### src/alu_group_pkg.sv
// Constants, types and register map of the subtract, swap, skip, table and XOR unit
package alu_group_pkg;

  // Register byte offsets on the Avalon-MM slave
  localparam logic [7:0] REG_COMMAND = 8'h00;
  localparam logic [7:0] REG_ACCUM = 8'h04;
  localparam logic [7:0] REG_FLAGS = 8'h08;
  localparam logic [7:0] REG_TBL_LOW = 8'h0c;
  localparam logic [7:0] REG_TBL_HIGH = 8'h10;
  localparam logic [7:0] REG_TBL_LATCH = 8'h14;
  localparam logic [7:0] REG_CONTROL = 8'h18;
  localparam logic [7:0] REG_EXEC_STATUS = 8'h1c;
  localparam logic [7:0] REG_MEM_PTR = 8'h20;
  localparam logic [7:0] REG_MEM_DATA = 8'h24;

  // Widths
  localparam int BUS_ADDR_W = 8;
  localparam int MEM_ADDR_W = 7;
  localparam int MEM_DEPTH = 128;
  localparam int ROM_ADDR_W = 12;
  localparam int ROM_PAGE_W = 4;
  localparam int ROM_DATA_W = 16;

  // Command register fields
  localparam int CMD_OP_LSB = 0;
  localparam int CMD_BIT_LSB = 4;
  localparam int CMD_ADDR_LSB = 8;
  localparam int CMD_IMM_LSB = 16;

  // Control and execution status bit positions
  localparam int CTRL_HIGH_PTR_BIT = 0;
  localparam int EXEC_BUSY_BIT = 0;
  localparam int EXEC_SKIPPED_BIT = 1;

  // Reset values
  localparam logic [7:0] ACC_RESET = 8'h00;
  localparam logic [7:0] TBL_RESET = 8'h00;
  localparam logic [5:0] FLAGS_RESET = 6'h00;
  localparam logic HIGH_PTR_RESET = 1'b1;

  // Page that the final-page table fetch reads
  localparam logic [ROM_PAGE_W-1:0] LAST_PAGE = 4'hf;

  typedef enum logic [3:0] {
    OP_SUB_ACC = 4'h0,
    OP_MINUS_MEM = 4'h1,
    OP_SUB_IMM = 4'h2,
    OP_NIBBLE_SWAP = 4'h3,
    OP_NIBBLE_EXCHANGE_ACC = 4'h4,
    OP_SKIP_NULL = 4'h5,
    OP_COPY_SKIP_NULL = 4'h6,
    OP_BIT_SKIP = 4'h7,
    OP_TABLE_PAGED = 4'h8,
    OP_TABLE_FINAL = 4'h9,
    OP_XOR_ACC = 4'ha,
    OP_XOR_MEM = 4'hb,
    OP_XOR_IMM = 4'hc
  } op_t;

  typedef enum logic [3:0] {
    ST_IDLE = 4'b0001,
    ST_EXEC = 4'b0010,
    ST_DUMMY = 4'b0100,
    ST_ROM = 4'b1000
  } fsm_t;

  typedef struct packed {
    logic watchdogExpiredFlag;
    logic powerdownFlag;
    logic signedWrapFlag;
    logic nullResultFlag;
    logic auxiliaryCarryFlag;
    logic borrowOutFlag;
  } flags_t;

  typedef struct packed {
    logic [7:0] imm;
    logic [MEM_ADDR_W-1:0] addr;
    logic [2:0] bitSel;
    op_t op;
  } cmd_t;

  typedef struct packed {
    logic [ROM_ADDR_W-1:0] addr;
    logic rd;
  } rom_req_t;

endpackage : alu_group_pkg

### src/alu_group_unit.sv
// Execution unit for subtract, nibble swap, zero skip, table read and XOR instructions
//
// Overview of operation
// - Subtract to accumulator: ACC plus inverted byte plus one; four arithmetic flags.
// - Subtract to memory: same sum written to addressed byte; same four flags.
// - Subtract immediate: ACC plus inverted immediate plus one; four arithmetic flags.
// - Swap nibbles of the addressed byte in place; flags untouched.
// - Swapped byte goes to ACC; memory and flags untouched.
// - Skip when byte is zero: two cycles with dummy, else one; no flags.
// - Copy byte to ACC, skip as above when zero; no flags.
// - Skip with dummy cycle when selected bit is zero, else one cycle.
// - Paged table fetch, high pointer on: address from both pointers, low/high split.
// - Paged table fetch, high pointer off: current page plus low pointer.
// - Final page table fetch: last page at low pointer offset; no flags.
// - XOR with memory into ACC; only null result flag changes.
// - XOR written back to memory byte; only null result flag changes.
// - XOR with immediate into ACC; only null result flag changes.
`timescale 1ns/1ns
`default_nettype none

module alu_group_unit
  import alu_group_pkg::*;
(
  // Clock, reset, enable
  input wire logic ref_clk,
  input wire logic rst,
  input wire logic clkEn,
  // Avalon-MM slave
  input wire logic [BUS_ADDR_W-1:0] address,
  input wire logic read,
  input wire logic write,
  input wire logic [3:0] byteenable,
  input wire logic [31:0] writedata,
  output logic [31:0] readdata,
  output logic waitrequest,
  // Program ROM
  input wire logic [ROM_PAGE_W-1:0] currentPage,
  input wire logic [ROM_DATA_W-1:0] romData,
  output rom_req_t romReq,
  // Core sequencing
  output logic busy,
  output logic discardFetch
);

  typedef struct packed {
    fsm_t fsm;
    cmd_t cmd;
    logic [7:0] acc;
    flags_t flags;
    logic [7:0] tblLow;
    logic [7:0] tblHigh;
    logic [7:0] tblLatch;
    logic highPtrEn;
    logic [MEM_ADDR_W-1:0] memPtr;
    logic lastSkipped;
    logic busy;
    logic discard;
    rom_req_t rom;
    logic waitReq;
    logic [31:0] rdData;
  } state_t;

  state_t st_ff;
  state_t nxt_st;
  logic [7:0] mem [MEM_DEPTH];
  logic memWe;
  logic [MEM_ADDR_W-1:0] memWa;
  logic [7:0] memWd;

  // Byte-lane merge used by the command, accumulator, flag and table pointer registers
  function automatic logic [31:0] merge(input logic [31:0] old, input logic [31:0] wd, input logic [3:0] be);
    logic [31:0] res;
    res = old;
    for (int i = 0; i < 4; i++) begin
      if (be[i]) begin
        res[i*8 +: 8] = wd[i*8 +: 8];
      end
    end
    return res;
  endfunction : merge

  // Two's-complement subtract with flag results, shared by three opcodes
  function automatic flags_t subFlags(input logic [7:0] a, input logic [7:0] m, input flags_t f,
                                      output logic [7:0] r);
    flags_t nf;
    logic [8:0] full;
    logic [4:0] low;
    nf = f;
    full = {1'b0, a} + {1'b0, ~m} + 9'h001;
    low = {1'b0, a[3:0]} + {1'b0, ~m[3:0]} + 5'h01;
    r = full[7:0];
    nf.borrowOutFlag = full[8];
    nf.nullResultFlag = (full[7:0] == 8'h00);
    nf.auxiliaryCarryFlag = low[4];
    nf.signedWrapFlag = (a[7] != m[7]) && (full[7] != a[7]);
    return nf;
  endfunction : subFlags

  // Nibble exchange shared by the in-place and to-accumulator forms
  function automatic logic [7:0] swapNibbles(input logic [7:0] v);
    return {v[3:0], v[7:4]};
  endfunction : swapNibbles

  // Skip test shared by the three skip forms; the bit test skips on a clear bit
  function automatic logic skipCond(input op_t op, input logic [7:0] v, input logic [2:0] sel);
    logic hit;
    if (op == OP_BIT_SKIP) begin
      hit = !v[sel];
    end else begin
      hit = (v == 8'h00);
    end
    return hit;
  endfunction : skipCond

  // Bitwise XOR whose only flag effect is the null test
  function automatic flags_t xorFlags(input logic [7:0] a, input logic [7:0] m, input flags_t f,
                                      output logic [7:0] r);
    flags_t nf;
    nf = f;
    r = a ^ m;
    nf.nullResultFlag = (r == 8'h00);
    return nf;
  endfunction : xorFlags

  logic [7:0] memByte;
  logic [7:0] subRes;
  flags_t subNf;
  logic reqTaken;
  logic [31:0] cmdWord;

  assign memByte = mem[st_ff.cmd.addr];
  // Accept only after one wait cycle, so read data is settled when the master takes it
  assign reqTaken = (read || write) && !st_ff.waitReq;
  assign cmdWord = {8'h00, st_ff.cmd.imm, 1'b0, st_ff.cmd.addr, 1'b0, st_ff.cmd.bitSel, st_ff.cmd.op};

  always_comb begin
    logic [31:0] wv;
    logic [7:0] operand;
    logic [7:0] xorRes;
    wv = 32'h0000_0000;
    xorRes = 8'h00;
    operand = (st_ff.cmd.op == OP_SUB_IMM) ? st_ff.cmd.imm : memByte;
    subNf = subFlags(st_ff.acc, operand, st_ff.flags, subRes);
    nxt_st = st_ff;
    memWe = 1'b0;
    memWa = st_ff.cmd.addr;
    memWd = 8'h00;
    nxt_st.rom.rd = 1'b0;
    nxt_st.discard = 1'b0;

    // Answer one cycle after a request is seen; data stands at the accepting edge
    nxt_st.waitReq = !((read || write) && st_ff.waitReq);
    if (read && st_ff.waitReq) begin
      case (address)
        REG_COMMAND: nxt_st.rdData = cmdWord;
        REG_ACCUM: nxt_st.rdData = {24'h000000, st_ff.acc};
        REG_FLAGS: nxt_st.rdData = {26'h0, st_ff.flags};
        REG_TBL_LOW: nxt_st.rdData = {24'h000000, st_ff.tblLow};
        REG_TBL_HIGH: nxt_st.rdData = {24'h000000, st_ff.tblHigh};
        REG_TBL_LATCH: nxt_st.rdData = {24'h000000, st_ff.tblLatch};
        REG_CONTROL: nxt_st.rdData = {31'h0, st_ff.highPtrEn};
        REG_EXEC_STATUS: nxt_st.rdData = {30'h0, st_ff.lastSkipped, st_ff.busy};
        REG_MEM_PTR: nxt_st.rdData = {25'h0, st_ff.memPtr};
        REG_MEM_DATA: nxt_st.rdData = {24'h000000, mem[st_ff.memPtr]};
        default: nxt_st.rdData = 32'h0000_0000;
      endcase
    end

    // Register writes take effect at the accepting edge; unmapped writes are dropped
    if (write && reqTaken) begin
      case (address)
        REG_COMMAND: begin
          // A command during execution is ignored; software polls the busy bit first
          if (st_ff.fsm == ST_IDLE) begin
            wv = merge(cmdWord, writedata, byteenable);
            nxt_st.cmd.op = op_t'(wv[CMD_OP_LSB +: 4]);
            nxt_st.cmd.bitSel = wv[CMD_BIT_LSB +: 3];
            nxt_st.cmd.addr = wv[CMD_ADDR_LSB +: MEM_ADDR_W];
            nxt_st.cmd.imm = wv[CMD_IMM_LSB +: 8];
            nxt_st.fsm = ST_EXEC;
            nxt_st.busy = 1'b1;
            nxt_st.lastSkipped = 1'b0;
          end
        end
        REG_ACCUM: begin
          wv = merge({24'h000000, st_ff.acc}, writedata, byteenable);
          nxt_st.acc = wv[7:0];
        end
        REG_FLAGS: begin
          wv = merge({26'h0, st_ff.flags}, writedata, byteenable);
          nxt_st.flags = flags_t'(wv[5:0]);
        end
        REG_TBL_LOW: begin
          wv = merge({24'h000000, st_ff.tblLow}, writedata, byteenable);
          nxt_st.tblLow = wv[7:0];
        end
        REG_TBL_HIGH: begin
          wv = merge({24'h000000, st_ff.tblHigh}, writedata, byteenable);
          nxt_st.tblHigh = wv[7:0];
        end
        REG_CONTROL: begin
          if (byteenable[0]) begin
            nxt_st.highPtrEn = writedata[CTRL_HIGH_PTR_BIT];
          end
        end
        REG_MEM_PTR: begin
          if (byteenable[0]) begin
            nxt_st.memPtr = writedata[MEM_ADDR_W-1:0];
          end
        end
        REG_MEM_DATA: begin
          // Software write is taken only while the unit is idle, so it never meets an instruction write
          if (byteenable[0] && st_ff.fsm == ST_IDLE) begin
            memWe = 1'b1;
            memWa = st_ff.memPtr;
            memWd = writedata[7:0];
          end
        end
        default: begin
        end
      endcase
    end

    // Instruction sequencing; watchdog and powerdown bits are never touched here
    case (st_ff.fsm)
      ST_IDLE: begin
      end
      ST_EXEC: begin
        nxt_st.fsm = ST_IDLE;
        nxt_st.busy = 1'b0;
        case (st_ff.cmd.op)
          OP_SUB_ACC, OP_SUB_IMM: begin
            nxt_st.acc = subRes;
            nxt_st.flags = subNf;
          end
          OP_MINUS_MEM: begin
            memWe = 1'b1;
            memWd = subRes;
            nxt_st.flags = subNf;
          end
          OP_NIBBLE_SWAP: begin
            memWe = 1'b1;
            memWd = swapNibbles(memByte);
          end
          OP_NIBBLE_EXCHANGE_ACC: begin
            nxt_st.acc = swapNibbles(memByte);
          end
          OP_SKIP_NULL, OP_COPY_SKIP_NULL, OP_BIT_SKIP: begin
            if (st_ff.cmd.op == OP_COPY_SKIP_NULL) begin
              nxt_st.acc = memByte;
            end
            // Prefetched word is thrown away through a dummy cycle
            if (skipCond(st_ff.cmd.op, memByte, st_ff.cmd.bitSel)) begin
              nxt_st.fsm = ST_DUMMY;
              nxt_st.busy = 1'b1;
              nxt_st.discard = 1'b1;
              nxt_st.lastSkipped = 1'b1;
            end
          end
          OP_TABLE_PAGED, OP_TABLE_FINAL: begin
            nxt_st.fsm = ST_ROM;
            nxt_st.busy = 1'b1;
            nxt_st.rom.rd = 1'b1;
            if (st_ff.cmd.op == OP_TABLE_FINAL) begin
              nxt_st.rom.addr = {LAST_PAGE, st_ff.tblLow};
            end else if (st_ff.highPtrEn) begin
              // Only the high pointer bits that select a page are used; the rest are ignored
              nxt_st.rom.addr = {st_ff.tblHigh[ROM_PAGE_W-1:0], st_ff.tblLow};
            end else begin
              nxt_st.rom.addr = {currentPage, st_ff.tblLow};
            end
          end
          OP_XOR_ACC, OP_XOR_IMM: begin
            operand = (st_ff.cmd.op == OP_XOR_IMM) ? st_ff.cmd.imm : memByte;
            nxt_st.flags = xorFlags(st_ff.acc, operand, st_ff.flags, xorRes);
            nxt_st.acc = xorRes;
          end
          OP_XOR_MEM: begin
            nxt_st.flags = xorFlags(st_ff.acc, memByte, st_ff.flags, xorRes);
            memWe = 1'b1;
            memWd = xorRes;
          end
          default: begin
          end
        endcase
      end
      ST_DUMMY: begin
        nxt_st.fsm = ST_IDLE;
        nxt_st.busy = 1'b0;
      end
      ST_ROM: begin
        // ROM answers in the same cycle as the strobe; flags stay as they are
        memWe = 1'b1;
        memWd = romData[7:0];
        nxt_st.tblLatch = romData[15:8];
        nxt_st.fsm = ST_IDLE;
        nxt_st.busy = 1'b0;
      end
      default: begin
        nxt_st.fsm = ST_IDLE;
        nxt_st.busy = 1'b0;
      end
    endcase
  end

  always_ff @(posedge ref_clk or posedge rst) begin
    if (rst) begin
      st_ff.fsm <= ST_IDLE;
      st_ff.cmd <= '0;
      st_ff.acc <= ACC_RESET;
      st_ff.flags <= FLAGS_RESET;
      st_ff.tblLow <= TBL_RESET;
      st_ff.tblHigh <= TBL_RESET;
      st_ff.tblLatch <= TBL_RESET;
      st_ff.highPtrEn <= HIGH_PTR_RESET;
      st_ff.memPtr <= '0;
      st_ff.lastSkipped <= 1'b0;
      st_ff.busy <= 1'b0;
      st_ff.discard <= 1'b0;
      st_ff.rom <= '0;
      st_ff.waitReq <= 1'b1;
      st_ff.rdData <= 32'h0000_0000;
    end else if (clkEn) begin
      st_ff <= nxt_st;
    end
  end

  // Data memory has no reset; contents are undefined until written
  always_ff @(posedge ref_clk) begin
    if (clkEn && memWe) begin
      mem[memWa] <= memWd;
    end
  end

  assign readdata = st_ff.rdData;
  assign waitrequest = st_ff.waitReq;
  assign romReq = st_ff.rom;
  assign busy = st_ff.busy;
  assign discardFetch = st_ff.discard;

endmodule : alu_group_unit

`default_nettype wire

### config.mk
export PLATFORM = sky130hd
export DESIGN_NAME = alu_group_unit
export DESIGN_NICKNAME = d
export VERILOG_FILES = /design/src/alu_group_pkg.sv /design/src/alu_group_unit.sv
export SDC_FILE = /design/constraint.sdc
export NUM_CORES = 2
export LEC_CHECK = 0
export BUFFER_PORTS_ARGS = -buffer_cell sky130_fd_sc_hd__buf_4
export CORE_MARGIN = 2
export CORE_UTILIZATION = 54
export CTS_CLUSTER_DIAMETER = 150
export DETAILED_ROUTE_END_ITERATION = 10
export PLACE_DENSITY = 0.71
export SYNTH_ARGS = -nofsm -noshare
export SYNTH_HDL_FRONTEND = slang
export SYNTH_SLANG_ARGS = --single-unit
### constraint.sdc
create_clock -name ref_clk -period 13.55 [get_ports ref_clk]
set_clock_uncertainty 0.05 [all_clocks]
set_input_delay 0 -clock ref_clk [delete_from_list [all_inputs] [get_ports ref_clk]]
set_output_delay 0 -clock ref_clk [all_outputs]
set_load 0.01 [all_outputs]
; After elaboration in Yosys (flattened, before gate mapping)
; Memory sizes are Yosys's and may differ from the RTL's.
; Index checks and enable logic that the tools add are counted.
[word_totals]
regBits = 121
mem_bits_rw = 1024
inputBits = 69
elab_cells = 158
n_memories = 1
[op_classes]
addsub = 4
magnitude_cmp = 1
n_eq_ne = 31
n_mux = 57
n_bitwise = 4
n_reduce_logical = 36
[memory_table]
columns = memory, depth, word_bits, read_ports, rd_ports_with_merged_regs, write_ports, line
row1 = mem, 128, 8, 2, 0, 1, alu_group_unit.sv:65  ; logic [7:0] mem [MEM_DEPTH];
[op_table]
columns = cell, n
row1 = 24-bit one-hot mux with 10 select lines, 1
row2 = 8-bit 2-to-1 mux, 13
row3 = 56-bit 2-to-1 mux, 1
row4 = 26-bit 2-to-1 mux, 2
row5 = 8-bit zero test, 5
row6 = 7-bit 2-to-1 mux, 5
row7 = 8-bit by 5-bit == test with 1-bit output (second input constant), 4
row8 = 8-bit one-hot mux with 4 select lines, 1
row9 = 14-bit 2-to-1 mux, 2
row10 = 4-bit == test (second input constant), 6
row11 = 12-bit 2-to-1 mux, 2
row12 = 8-bit one-hot mux with 3 select lines, 1
row13 = 4-bit AND reduction, 5
row14 = 6-bit one-hot mux with 3 select lines, 1
row15 = 4-bit by 3-bit == test with 1-bit output (second input constant), 4
row16 = 8-bit by 4-bit == test with 1-bit output (second input constant), 2
row17 = 8-bit by 6-bit == test with 1-bit output (second input constant), 2
row18 = 4-bit one-hot mux with 2 select lines, 2
row19 = 8-bit one-hot mux with 2 select lines, 1
row20 = 8-bit bitwise XOR, 2
row21 = 5-bit AND reduction, 3
row22 = 1-bit 2-to-1 mux, 13
row23 = 13-bit 2-to-1 mux, 1
row24 = 4-bit by 2-bit == test with 1-bit output (second input constant), 3
row25 = other kinds (25), 51

; Longest topological paths before layout
[logic_depth]
depth_word = 10
ltp_mapped = 25
mapped_depth_nobuf = 20

; Least setup slack after synthesis
; OpenSTA, ideal clock, no wires.
[synth_path]
kind = flip-flop to flip-flop
startpoint = reg st_ff, in the netlist cmdWord[8]
endpoint = mem mem[0][5], data pin
t_arrival_ns = 8.747
path_slack_ns = 3.557
stages_incl_launch_ff = 22
n_path_buf = 3
synth_period_minus_slack_ns = 9.993
path_cell_list = dfrtp_1 -> buf_6 -> buf_4 -> buf_2 -> mux4_2 -> a22o_1 -> a211oi_1 -> nor4_1 -> nor3_1 -> a21oi_2 -> mux2i_1 -> ha_1 -> nor2b_1 -> o21ai_0 -> a21boi_0 -> o21a_1 -> nor2_1 -> xnor2_1 -> nor2_1 -> o211ai_1 -> a21oi_1 -> o21ai_0
[synth_between]
elab_chain_len = 7
[synth_rtl]
columns = item, line
row1 = "start, declared", alu_group_unit.sv:63  ; state_t st_ff;
row2 = "start signal, assigned", alu_group_unit.sv:324  ; st_ff <= nxt_st;
row3 = memory 128 x 8 bit *, n/a
row4 = 8-bit 2-to-1 mux, alu_group_unit.sv:142  ; operand = (st_ff.cmd.op == OP_SUB_IMM) ? st_ff.cmd.imm : memByte;
row5 = 8-bit inverter, alu_group_unit.sv:89  ; full = {1'b0, a} + {1'b0, ~m} + 9'h001;
row6 = 8-bit by 8-bit adder with 9-bit output, alu_group_unit.sv:89
row7 = 9-bit by 1-bit adder with 9-bit output, alu_group_unit.sv:89
row8 = 8-bit one-hot mux with 3 select lines *, alu_group_unit.sv:231  ; case (st_ff.cmd.op)
row9 = 8-bit one-hot mux with 2 select lines *, alu_group_unit.sv:225  ; case (st_ff.fsm)
row10 = net memWd[5], alu_group_unit.sv:68  ; logic [7:0] memWd;
row11 = "end, declared", alu_group_unit.sv:65
; The timed path passes the listed nets; every way through them passes the cells marked *.

; Worst setup path in the final report
[layout_path]
startpoint = reg st_ff, in the netlist cmdWord[8]
endpoint = mem mem[41][7], data pin
; Same word-level chain as after synthesis.

==> impl_metrics.csv <==
group,metric,value,unit
logic_synthesis,synth.most_common_cell,"edfxtp_1",
logic_synthesis,yosys_register_bits,1136,
clocking,clk_latency,720,ps
clocking,cts_buffers,115,
place,dpl.cell_count,4598,
clocking,htreeDepth,3,
sta,rsz0062_at_grt,"no",
grt,grt-ovfl-total,0,
place,numPortBuffers,97,
drt,antenna_left,0,
sta,slew_viol_final,0,
finish,areaGrowthSynthToFinish,11.5,%
drt,vias,35200,
clocking,cts.sinks,1136,
place,place_congestion,1.00,
grt,grt_max_degree,129,
grt,grt_pass1_vias,35300,
clocking,ctsResizeCount,0,
worst_setup_path,crit_required,13800,ps
finish,layoutNonFillerInstCount,4898,
finish,fin_area,62100,µm²
grt,grt_first_pass_wirelength,253000,µm
sta,tightest_slew,1420,ps
clocking,cts_setup_buffers,0,
logic_synthesis,synth_edf_count,1024,
finish,drive_above_1_share,27.1,%
logic_synthesis,synthCells,3330,
place,place_area,57300,µm²
grt,antenna_found_initial,11,
power,pwr_density_cell,117,nW/µm²
floorplanning,row_count,117,
floorplanning,boundaryPins,117,
worst_setup_path,crit_path_max_fanout,80,
clocking,cts_buffer_depth,3,
logic_synthesis,async_flop_share,9.86,%
sta,tns,0,ps
worst_setup_path,cp-start-kind,"flop",
floorplanning,die_h,325,µm
min_path,hold_class,"input pin to flop",
drt,drt_pass1_iterations,6,
logic_synthesis,synth_top_cell_by_area,"edfxtp_1",
worst_setup_path,max_stage_delay,1060,ps
floorplanning,floorplan.initialDensity,54.6,%
grt,grt_usage,33.4,%
clocking,cts_tree,"yes",
logic_synthesis,synth.distinct_cells,87,
sta,min_period_over_period,64.1,%
place,hpwl,114000,µm
clocking,clk_pin_slew_worst_paths,70,ps
worst_setup_path,crit_top_cell,"buf_4",
run,drv_cap,0,
logic_synthesis,dominantRegCellSynth,"edfxtp_1",
drt,drt_iter0_markers,5678,
power,leakage,22.8,nW
floorplanning,dieArea,106000,µm²
sta,hold_ws,47.8,ps
logic_synthesis,yosysTopAreaCellShare,55.2,%
floorplanning,dieWidth,325,µm
worst_setup_path,crit_chain,"buf_4 > buf_4 > mux2i_1 > o22ai_1 > nor3_1 > nor4_1 > a31oi_1 > a21oi_2 > mux2i_1 > ha_1 > nor2b_1 > o21ai_0 > a21boi_0 > o21a_1 > o211a_1 > or3_1 > and2_1 > o31ai_1 > a21oi_1 > a221o_4 > buf_4",
logic_synthesis,yosysWarnings,0,
sta,hold_viol_final,0,
floorplanning,fp.coreArea,102000,µm²
worst_setup_path,critPathSlowestCell,"dfrtp_4",
clocking,cts_hold_buf,85,
outcome,outcome,"completed",
power,report.power.total,7.28,mW
sta,relSlewSlack,5.56,%
logic_synthesis,synthTopCellsByArea,"edfxtp_1 (55%), mux4_2 (18%), mux2i_1 (5.6%)",
logic_synthesis,seq_area_frac_synth,60.3,%
power,ir_worst_vdd,0.115,mV
clocking,root_buffer,"clkbuf_16",
finish,fin_nets,3514,
sta,setup_violations,0,
drt,wl,177000,µm
drt,drc_errors,0,
logic_synthesis,synth_common_cells,"edfxtp_1 (1024), mux4_2 (455), mux2i_1 (310)",
drt,drt-vias-per-instance,7.19,
finish,nFillCells,7295,
worst_setup_path,crit_path_end_kind,"flop",
drt,wl_per_cell,36.1,µm
logic_synthesis,synth.avg_cell_area,16.7,µm²
sta,finalCriticalPeriod,8680,ps
logic_synthesis,syn_area,55700,µm²
sta,timing.fmax,115,MHz
worst_setup_path,worstPathArrival,8930,ps
worst_setup_path,path_class,"flop to flop",
[critical path: cells and delay by family (launching register included)]
kind                     cells  cell delay, ps
flip-flops                   1            1060
multiplexers                 2             620
AND/OR/NAND/NOR              5            1440
buffers and inverters        3            2060
AO/OA/AOI/OAI               10            2420
adder cells (fa/ha/maj)      1             290
[final timing paths]
kind	from	endpoint	slack, ps	depth (start not counted)
max	cmdWord[8]	mem[41][7]	4870	21
min	writedata[13]	cmdWord[13]	50	3
max reg2reg	cmdWord[8]	mem[41][7]	4870	21
min reg2reg	romReq[10]	romReq[10]	430	2
max in group asynchronous	rst	cmdWord[8]	11380	6
min in group asynchronous	rst	cmdWord[23]	440	4
[stage by stage]
stage / util [%] / worst slack (ps)
2_1_floorplan: - / 3560
3_3_place_gp: 56.1 / 5320
3_5_place_dp: 56.1 / 5160
4_1_cts: 60.9 / 5120
5_1_grt: 60.9 / 4540
6_report: 60.9 / 4870
[where the power goes]
part / internal [mW] / switching [mW] / total [mW] / leakage (nW)
logic: 0.0622 / 0.0860 / 0.148 / 8.01
registers: 3.77 / 0.0128 / 3.78 / 12.9
clock network: 1.96 / 1.39 / 3.35 / 1.92
total: 5.79 / 1.49 / 7.28 / 22.8
[logic make-up (layout without fill, tap and decap cells)]
group	after synthesis	after routing	share of synthesized area, %
flip-flops	1136	1136	60.3
AO/OA/AOI/OAI	437	437	5.46
XOR/XNOR	23	23	0.362
adder cells (fa/ha/maj)	12	12	0.283
AND/OR/NAND/NOR	563	563	4.77
multiplexers	847	847	25.7
other	1	13	0.00674
buffers and inverters	311	499	3.19
[flip-flops by register name, indices dropped and copies added, names as in the netlist]
name	cells
mem	1024
waitrequest	1
readdata	23
cmdWord	22
romReq	13
st_ff	51
discardFetch	1
busy	1
[metal layers]
layer  part of all wire (%)  vias to the layer above  GRT usage, %
li1                       -                    13900             -
met1                     35                    18000          44.3
met2                     45                     2710          50.3
met3                     13                      586          8.81
met4                    6.9                        8          18.9
met5                  0.029                        -             0
[cells in the final DEF, fill, tap and decap left out, types with 9 or more instances in the layout]
cell type      netlist  layout
nor4_1              11      11
a21oi_1             59      59
clkbuf_1           114      14
nand4_1              9       9
dfrtp_1            109      99
a221oi_1            25      25
mux2i_1            310     310
a31oi_1             12      12
a22oi_1             90      90
and2_1              14      14
buf_4               75     181
o22ai_1             38      38
nand2b_1            24      23
mux4_2             455     455
mux2_2              80      80
clkinvlp_4           0       9
nand3_1             51      51
o221ai_1            10      10
ha_1                11      11
dlygate4sd3_1        0      85
xnor2_1             15      15
o21ai_0             79      76
nor2b_1             25      22
conb_1               1       9
nand2_1            153     153
clkinv_1             1      20
edfxtp_1          1024    1024
a211oi_1            17      17
nor2_1             195     193
bufinv_16            0      17
clkinv_2             0      19
clkbuf_16            0     121
o31ai_1             14      14
a22o_1              21      21
o211ai_1             9       9
nor3_1              27      27
inv_1               16      15
[layout make-up]
| class | instances | area (µm²) | share of cell area, % |
|---|---|---|---|
| Antenna cell | 4 | 10.0 | 0.0161 |
| Tap cell | 1368 | 1710 | 2.76 |
| Sequential cell | 1136 | 33600 | 54.1 |
| Clock inverter | 72 | 842 | 1.36 |
| Timing Repair Buffer | 269 | 2250 | 3.63 |
| Inverter | 20 | 77.6 | 0.125 |
| Multi-Input combinational cell | 1891 | 20500 | 33.0 |
| Clock buffer | 138 | 3120 | 5.03 |
No activity file was read; power rests on OpenSTA's default activity.
